$ cat src/design/ccdw_pkg.sv
package ccdw_pkg;
  // Setpoint code width; full scale is the all-ones code
  localparam int CODE_W = 10;
  // Reduced current pulse train: one on-cycle in every eight
  localparam int PWM_PERIOD = 8;
  localparam int PWM_ON = 1;
  // Core clock rate
  localparam int CLK_KHZ = 250000;
  // Slow modulator step time in reduced current mode
  localparam int SLOW_STEP_MS = 40;
  localparam int SLOW_STEP_CYCLES = SLOW_STEP_MS * CLK_KHZ;
  // Watchdog expiry time
  localparam int WDOG_MS = 1000;
  localparam int WDOG_CYCLES = WDOG_MS * CLK_KHZ;
  // Reset values
  localparam logic [CODE_W-1:0] CODE_RST = 10'h000;
  localparam logic TRICKLE_RST = 1'b0;
endpackage

$ cat src/design/ccdw_dsm.sv
`timescale 1ns/10ps
module ccdw_dsm #(
  parameter int CODE_W = 10
) (
  // Clock and reset
  input  wire logic              clk,
  input  wire logic              rst_n,
  // Modulator control
  input  wire logic              step,
  input  wire logic [CODE_W-1:0] code,
  // Switching pattern
  output logic                   bit_out
);
  // Full scale is the all-ones code, so the average is code / full scale
  localparam logic [CODE_W:0] FULL = {1'b0, {CODE_W{1'b1}}};

  typedef struct packed {
    logic [CODE_W:0] acc;
    logic            pulse;
  } ccdw_dsm_t;

  ccdw_dsm_t r;
  ccdw_dsm_t next_r;
  logic [CODE_W:0] sum;

  always_comb begin
    next_r = r;
    sum = r.acc + {1'b0, code};
    if (step) begin
      if (sum >= FULL) begin
        next_r.acc = sum - FULL;
        next_r.pulse = 1'b1;
      end else begin
        next_r.acc = sum;
        next_r.pulse = 1'b0;
      end
    end
  end

  always_ff @(posedge clk or negedge rst_n) begin
    if (!rst_n) begin
      r <= '0;
    end else begin
      r <= next_r;
    end
  end

  assign bit_out = r.pulse;
endmodule

$ cat src/design/ccdw_top.sv
`timescale 1ns/10ps
module ccdw_top #(
  parameter int CODE_W           = ccdw_pkg::CODE_W,
  parameter int PWM_PERIOD       = ccdw_pkg::PWM_PERIOD,
  parameter int PWM_ON           = ccdw_pkg::PWM_ON,
  parameter int SLOW_STEP_CYCLES = ccdw_pkg::SLOW_STEP_CYCLES,
  parameter int WDOG_CYCLES      = ccdw_pkg::WDOG_CYCLES
) (
  // Clock and reset
  input  wire logic              clk,
  input  wire logic              rst_n,
  // Setpoint write from the serial link
  input  wire logic              setpoint_wr,
  input  wire logic [CODE_W-1:0] setpoint_code,
  input  wire logic              slow_trickle_select,
  // Charger control write from the serial link
  input  wire logic              ctl_wr,
  input  wire logic              first_pack_charge_request,
  input  wire logic              second_pack_charge_request,
  // Pack voltage comparators against the minimum charge voltage
  input  wire logic              first_pack_above_min,
  input  wire logic              second_pack_above_min,
  // Converter switch and charge path control
  output logic                   setpoint_switch,
  output logic                   charge_enable,
  output logic                   first_pack_charge_en,
  output logic                   second_pack_charge_en,
  output logic                   feedback_from_second_pack,
  // Status
  output logic                   trickle_mode,
  output logic                   watchdog_alive
);
  localparam int PWM_W  = $clog2(PWM_PERIOD);
  localparam int SLOW_W = $clog2(SLOW_STEP_CYCLES);
  localparam int WDOG_W = $clog2(WDOG_CYCLES);
  localparam logic [PWM_W-1:0]  PWM_ON_CNT = PWM_W'(PWM_ON);
  localparam logic [SLOW_W-1:0] SLOW_LAST  = SLOW_W'(SLOW_STEP_CYCLES - 1);
  localparam logic [WDOG_W-1:0] WDOG_LAST  = WDOG_W'(WDOG_CYCLES - 1);

  // The pulse counter wraps by overflow, so the period must be a power of two
  if (PWM_PERIOD < 2 || (1 << PWM_W) != PWM_PERIOD || PWM_ON < 1 || PWM_ON >= PWM_PERIOD) begin
    $error("unsupported pulse train period or duty");
  end
  if (SLOW_STEP_CYCLES < 2 || WDOG_CYCLES < 4 || CODE_W < 2) begin
    $error("unsupported step, watchdog or code width");
  end

  typedef struct packed {
    logic [CODE_W-1:0] code;
    logic              trickle;
    logic              req1;
    logic              req2;
    logic              alive;
    logic [WDOG_W-1:0] wdog_cnt;
    logic [SLOW_W-1:0] slow_cnt;
    logic [PWM_W-1:0]  pwm_cnt;
    logic              sw;
    logic              chg;
    logic              en1;
    logic              en2;
    logic              fb2;
  } ccdw_state_t;

  ccdw_state_t r;
  ccdw_state_t next_r;
  logic        step;
  logic        dsm_bit;
  logic        charging;
  logic        dual;

  // Normal mode steps every cycle; reduced mode waits for the slow tick
  assign step = r.trickle ? (r.slow_cnt == SLOW_LAST) : 1'b1;
  assign charging = r.alive && (r.req1 || r.req2);
  assign dual = r.req1 && r.req2;

  ccdw_dsm #(
    .CODE_W (CODE_W)
  ) u_dsm (
    .clk     (clk),
    .rst_n   (rst_n),
    .step    (step),
    .code    (r.code),
    .bit_out (dsm_bit)
  );

  always_comb begin
    next_r = r;
    if (setpoint_wr) begin
      next_r.code = setpoint_code;
      next_r.trickle = slow_trickle_select;
    end
    next_r.pwm_cnt = r.pwm_cnt + 1'b1;
    if (!r.trickle || r.slow_cnt == SLOW_LAST) begin
      next_r.slow_cnt = '0;
    end else begin
      next_r.slow_cnt = r.slow_cnt + 1'b1;
    end
    // A write wins over expiry in the same cycle
    if (ctl_wr) begin
      next_r.wdog_cnt = '0;
      next_r.alive = 1'b1;
      next_r.req1 = first_pack_charge_request;
      next_r.req2 = second_pack_charge_request;
    end else if (r.alive) begin
      if (r.wdog_cnt == WDOG_LAST) begin
        next_r.alive = 1'b0;
      end else begin
        next_r.wdog_cnt = r.wdog_cnt + 1'b1;
      end
    end
    if (!charging) begin
      next_r.en1 = 1'b0;
      next_r.en2 = 1'b0;
    end else if (r.trickle) begin
      // No voltage check here so a pack with an open protection switch can recover
      next_r.en1 = r.req1;
      next_r.en2 = r.req2 && !r.req1;
    end else if (dual) begin
      next_r.en1 = first_pack_above_min;
      next_r.en2 = second_pack_above_min;
    end else begin
      next_r.en1 = r.req1;
      next_r.en2 = r.req2;
    end
    next_r.chg = next_r.en1 || next_r.en2;
    next_r.fb2 = next_r.en2;
    // Modulator bit gates the short pulse, so the average is one eighth of the modulator duty
    if (r.trickle) begin
      next_r.sw = dsm_bit && (r.pwm_cnt < PWM_ON_CNT);
    end else begin
      next_r.sw = dsm_bit;
    end
  end

  always_ff @(posedge clk or negedge rst_n) begin
    if (!rst_n) begin
      r <= '0;
      r.code <= ccdw_pkg::CODE_RST;
      r.trickle <= ccdw_pkg::TRICKLE_RST;
    end else begin
      r <= next_r;
    end
  end

  assign setpoint_switch = r.sw;
  assign charge_enable = r.chg;
  assign first_pack_charge_en = r.en1;
  assign second_pack_charge_en = r.en2;
  assign feedback_from_second_pack = r.fb2;
  assign trickle_mode = r.trickle;
  assign watchdog_alive = r.alive;
endmodule

$ cat config.mk
export PLATFORM = sky130hd
export DESIGN_NAME = ccdw_top
export DESIGN_NICKNAME = d
export VERILOG_FILES = /design/src/design/ccdw_pkg.sv /design/src/design/ccdw_dsm.sv /design/src/design/ccdw_top.sv
export SDC_FILE = /design/constraint.sdc
export NUM_CORES = 1
export LEC_CHECK = 0
export BUFFER_PORTS_ARGS = -buffer_cell sky130_fd_sc_hd__buf_2
export CAP_MARGIN = 20
export CORE_ASPECT_RATIO = 0.8
export CORE_MARGIN = 4
export CORE_UTILIZATION = 27
export DETAILED_ROUTE_END_ITERATION = 10
export GPL_ROUTABILITY_DRIVEN = 0
export MAX_ROUTING_LAYER = met4
export SLEW_MARGIN = 20
export SYNTH_ARGS = -nofsm -noshare
export SYNTH_HDL_FRONTEND = slang
export SYNTH_SLANG_ARGS = --single-unit
$ cat constraint.sdc
create_clock -name clk -period 3.5 [get_ports clk]
set_input_delay 0.875 -clock clk [delete_from_list [all_inputs] [get_ports clk]]
set_output_delay 0.875 -clock clk [all_outputs]
set_load 0.01 [all_outputs]
== Word-level counts from Yosys, hierarchy flattened ==
Cells that the tools add are included.

* Input bits: 19
* Register bits: 85
* Word-level logic and storage cells: 46

* Reduce and logical (&&, ||, !) cells: 11
* $lt $le $gt $ge: 2
* $add $sub $neg: 5
* Mux-type cells: 11
* Eq/ne operators: 3

{| class="wikitable"
|+ Operators by type and width
! kind !! count
|-
| 29-bit two-way mux || 2
|-
| 28-bit by 1-bit adder with 28-bit output (second input constant) || 1
|-
| 28-bit equality test (second input constant) || 1
|-
| 28-bit two-way mux || 1
|-
| 24-bit by 1-bit adder with 24-bit output (second input constant) || 1
|-
| 24-bit equality test (second input constant) || 1
|-
| 24-bit two-way mux || 1
|-
| 12-bit two-way mux || 1
|-
| 11-bit by 10-bit adder with 11-bit output || 1
|-
| 11-bit by 10-bit >= comparator with 1-bit output (second input constant) || 1
|-
| 11-bit by 10-bit subtractor with 11-bit output (second input constant) || 1
|-
| 2-bit two-way mux || 3
|-
| 1-bit logical AND || 4
|-
| 3-bit by 1-bit adder with 3-bit output (second input constant) || 1
|-
| 1-bit logical OR || 3
|-
| 3-bit by 1-bit less-than comparator with 1-bit output (second input constant) || 1
|-
| 1-bit two-way mux || 3
|-
| 1-bit logical NOT || 2
|-
| 2-bit != test (second input constant) || 1
|-
| 2-bit AND reduction || 1
|-
| 2-bit nonzero test || 1
|}

== Longest topological paths before layout ==
* Word-level depth: 5
* Gate-level depth with buffers: 10
* Depth with buffers taken out: 10

== Hierarchy ==
A second synthesis with hierarchy kept.

* Cell total of the unflattened synthesis: 471
* Area, all modules: 4817.1 sq um

{| class="wikitable"
|+ Modules (own cells, without submodules)
! module !! cells an instance !! instances !! seq. area each (sq um) !! area each (sq um)
|-
| ccdw_top || 319 || 1 || 1826.8 || 3474.6
|-
| ccdw_dsm || 152 || 1 || 300.3 || 1342.5
|}

== Worst setup path after synthesis ==
OpenSTA, ideal clock, no wires.

* Path kind: flip-flop to flip-flop
* Start point: register, netlist name r[64]
* End point: register u_dsm.r[2] in the netlist's numbering
* Cell stages (with the launch flop): 11
* Clock period less this slack: 2.811 ns
* Library setup time: 0.134 ns
* Arrival: 2.677 ns
* Data required time: 3.366 ns
* Setup slack: 0.689 ns
* Path buffers: 0
* Cell sequence: dfrtp_1 ha_1 fa_1 a21o_1 a2111o_1 a31o_2 a21oi_4 xor2_2 o31a_4 mux2i_1 o21ai_1

* Word-level cells in the longest chain between the ends: 3
* Elaborated cells between the ends (all ways): 4

{| class="wikitable"
|+ Ends and longest elaborated chain
! what !! line !! text
|-
| 11-bit by 10-bit adder with 11-bit output * || ccdw_dsm.sv:28 || <nowiki>sum = r.acc + {1'b0, code};</nowiki>
|-
| 11-bit by 10-bit subtractor with 11-bit output / 11-bit by 10-bit >= comparator with 1-bit output (equally long branches) || ccdw_dsm.sv:31, ccdw_dsm.sv:30 ||
|-
| 12-bit two-way mux * || ccdw_dsm.sv:30 || <nowiki>if (sum >= FULL) begin</nowiki>
|-
| end signal, assigned || ccdw_dsm.sv:44 || <nowiki>r <= next_r;</nowiki>
|-
| end, declared || ccdw_dsm.sv:22 || <nowiki>ccdw_dsm_t r;</nowiki>
|}

Mark *: on every way between the ends. The rest lies on a longest branch, timed or not.
A chain may end at the register's enable or synchronous reset.

== Worst setup path in the final report ==
* Start point: register, netlist name r[64]
* End point: register u_dsm.r[2] in the netlist's numbering

* Word-level cells in the longest chain between the ends: 3
* Elaborated cells between the ends (all ways): 4

{| class="wikitable"
|+ Ends and longest elaborated chain
! what !! line
|-
| 11-bit by 10-bit adder with 11-bit output * || ccdw_dsm.sv:28
|-
| 11-bit by 10-bit subtractor with 11-bit output / 11-bit by 10-bit >= comparator with 1-bit output (equally long branches) || ccdw_dsm.sv:31, ccdw_dsm.sv:30
|-
| 12-bit two-way mux * || ccdw_dsm.sv:30
|}

Marked as above.

==> impl_results.md <==
* Num Clock Sinks at 85
* Relative slew slack at 48.8%
* # fillers at between 1500 and 2000
* Initial core utilization at 27.5%
* Outcome: finished, final reports clean
* CTS H-tree depth at 3
* Final ANT Viol Nets at 0
* Die area at 0.0190 mm2
* # rows at between 40 and 50
* Psw at 1.20 mW
* Vias at 3278
* Die Width at 153 um
* Synth cell count leaders: 85 x dfrtp_1, 73 x nor2_1, 34 x xor2_1
* Skew-Pair Late Insertion Delay at roughly 0.34 ns
* Int Pwr at 2.17 mW
* Sequential element share of the synthesized area at 46.8%
* Synth Register Bits at 85
* Area growth syn-to-layout at 15.4%
* Fraction of layout cells with a size suffix above 1 at 15.7%
* Most common cell in the netlist: dfrtp_1
* Mapped cell area at between 0.004 and 0.005 mm2
* Final min period at around 3.1 ns
* Reg2reg path depth at 10
* Util after Layout at a little under a third
* Max-cap violations at 0
* IO buf count at 25
* Reg clk slew, reported paths at approximately 0.06 ns
* GRT Total Usage at 10.7%
* Critical path's slowest cell: fa_1
* Synth area leaders: dfrtp_1 47%, xor2_1 6.6%, nor2_1 6.0%, ha_1 3.9%, xnor2_1 3.7%
* CTS root buffer: clkbuf_16
* Top FF cell, synth: dfrtp_1
* Period utilisation layout at 87.9%
* Clk pwr share at 28.7%
* Post-DP Area at 0.00494 mm2
* Max clock buf depth at 2
* Avg WL per Cell at 13.1 um
* Sw Ratio at 35.7%
* CTS tree: done
* Final HPWL DP at 6.61 mm
* Final hold violations at 0
* Antenna cell count at 0
* Hold_buf cts at 0
* Core area at 0.0166 mm2
* Final net count at 513
* Io pins at 26
* Fin Setup TNS at 0 ns
* CP Class: flip-flop to flip-flop
* Biggest area consumer among synthesized cells: dfrtp_1
* Vias in the first global route at 3296
* Post-synth top area share at 46.8%
* # DRC at 0
* Ys Warns at 0
* # setup viols final at 0
* Leakage at roughly 2.2 nW
* Worst Path Max Fanout at 6
* Post-cts sizing count at 0
* Post-CTS setup buffer count at 0
* EDFF count, synth at 0
* Final setup skew at 0.00667 ns
* CP Capture Type: flip-flop
* Hold slack at 0.384 ns
* Crit path largest cell delay at 0.41 ns
* Gate power share at 36.9%
* Mapped Cells at 452
* Die Ht at 124 um
* Ys async rst share at 100%
* Fin. max-slew vios at 0
* Type of element launching the critical path: flip-flop
* GRT overflow at 0
* Post-Synthesis Mean Instance Area at around 10 um2
* DRT Pass-1 Iters at 7
* Largest net degree at the start of global routing at 73
* Tot Pwr at 3.37 mW
* Distinct cells, synth at 61
* Critical-path cell list: ha_1 > fa_1 > a21o_1 > a2111o_1 > a31o_2 > a21oi_4 > xor2_2 > o31a_4 > mux2i_1 > o21ai_1
* 1st-iter DRT viols at between 200 and 250
* Cts bufs inserted at 9
* Power density cells at 642 mW/mm2
* Vias/cell at 4.66
* Peak supply drop at between 0.2 and 0.25 mV
* Reg power frac at 34.4%
* Syn Nets at 486
* Worst-Margin Slew at 0.759 ns
* Hold Crit Class: input pin to asynchronous set/reset pin
* CP arrival at around 3.3 ns
* Req. time, crit path at 3.71 ns
* First-pass GRT wire length at 16.1 mm
* Fmax at 0.325 GHz
* RSZ-0062 raised after global routing: no
* Initial antenna violation count at 0
* Fin area at about 0.0052 mm2
* Final wirelength at 9.19 mm
## power by group through the flow
stage | combinational [mW] | sequential (mW) | clock, mW
2_1_floorplan | 0.989 | 1.15 | 0
3_3_place_gp | 1.21 | 1.17 | 0
3_5_place_dp | 1.23 | 1.18 | 0
4_1_cts | 1.24 | 1.16 | 0.995
5_1_grt | 1.39 | 1.17 | 1.04
6_report | 1.24 | 1.16 | 0.965
## worst max-delay path, delay by kind of cell (launching register included)
family,cells,cell delay [ns]
compound gates,6,1.40
xor+xnor,1,0.30
fa+ha+maj,2,0.64
flops,1,0.38
mux,1,0.21
## cell families after synthesis
family	count (synthesis)	synth area share [%]
AO/OA/AOI/OAI	62	11.5
XOR/XNOR	54	10.6
adder cells (fa/ha/maj)	15	4.30
buffers and inverters	23	1.98
flip-flops	85	46.8
multiplexers	14	3.41
AND/OR/NAND/NOR	199	21.4
## through the flow
| step | setup slack [ns] | instances |
|---|---|---|
| finish | 0.424 | 704 |
| global route | 0.247 | 704 |
| CTS | 0.411 | 704 |
| detailed placement | 0.425 | 688 |
| global placement | 0.507 | 688 |
| floorplan | 0.689 | 452 |
## flip-flops by register name, indices dropped and copies added, names as in the netlist
name	count
r	67
u_dsm.r	11
charge_enable	1
feedback_from_second_pack	1
first_pack_charge_en	1
setpoint_switch	1
trickle_mode	1
u_dsm.bit_out	1
watchdog_alive	1
## per-layer routing
metal  vias to the layer above  GRT usage [%]  routed length (um)
li1                       1636              -                   -
met3                        13           2.43                 266
met4                         0           4.73                 197
met2                        40           16.5                4120
met1                      1589           13.6                4610
met5                         -              -                   0
## layout by cell type (no fill, tap or decap), types with 4 or more instances in the layout
cell,synthesis,routed
nand4_1,10,10
or2_1,4,4
nor2_1,73,73
nor2b_1,4,4
nor3_1,11,11
xnor2_1,19,19
and2_1,7,7
a31oi_1,5,5
dfrtp_1,85,85
o21ai_1,6,6
mux2_2,12,12
nand2_1,28,28
o21ai_0,8,8
and3_1,10,10
or3_1,8,8
nand3_1,24,24
buf_2,0,24
inv_1,12,12
a21oi_1,12,12
clkbuf_16,0,9
xor2_1,34,34
ha_1,14,14
## final cells by class
type | instances | area, um2 | area share [%]
Clock inverter | 5 | 58.8 | 1.12
Sequential cell | 85 | 2130 | 40.6
Inverter | 12 | 45.0 | 0.859
Multi-Input combinational cell | 344 | 2340 | 44.6
Tap cell | 220 | 275 | 5.25
Clock buffer | 11 | 243 | 4.63
Timing Repair Buffer | 27 | 155 | 2.96
## final timing paths
check / start / end / slack (ns)
min in group clk: r[5]$_DFF_PN0_ / r[5]$_DFF_PN0_ / 0.45
max in group asynchronous: rst_n / r[56]$_DFFE_PN0P_ / 2.47
min: rst_n / r[71]$_DFFE_PN0P_ / 0.38
max reg2reg: r[64]$_DFFE_PN0P_ / u_dsm.r[2]$_DFFE_PN0P_ / 0.42
min reg2reg: r[5]$_DFF_PN0_ / r[5]$_DFF_PN0_ / 0.45
max: r[64]$_DFFE_PN0P_ / u_dsm.r[2]$_DFFE_PN0P_ / 0.42
(Power assumes the default switching activity.)
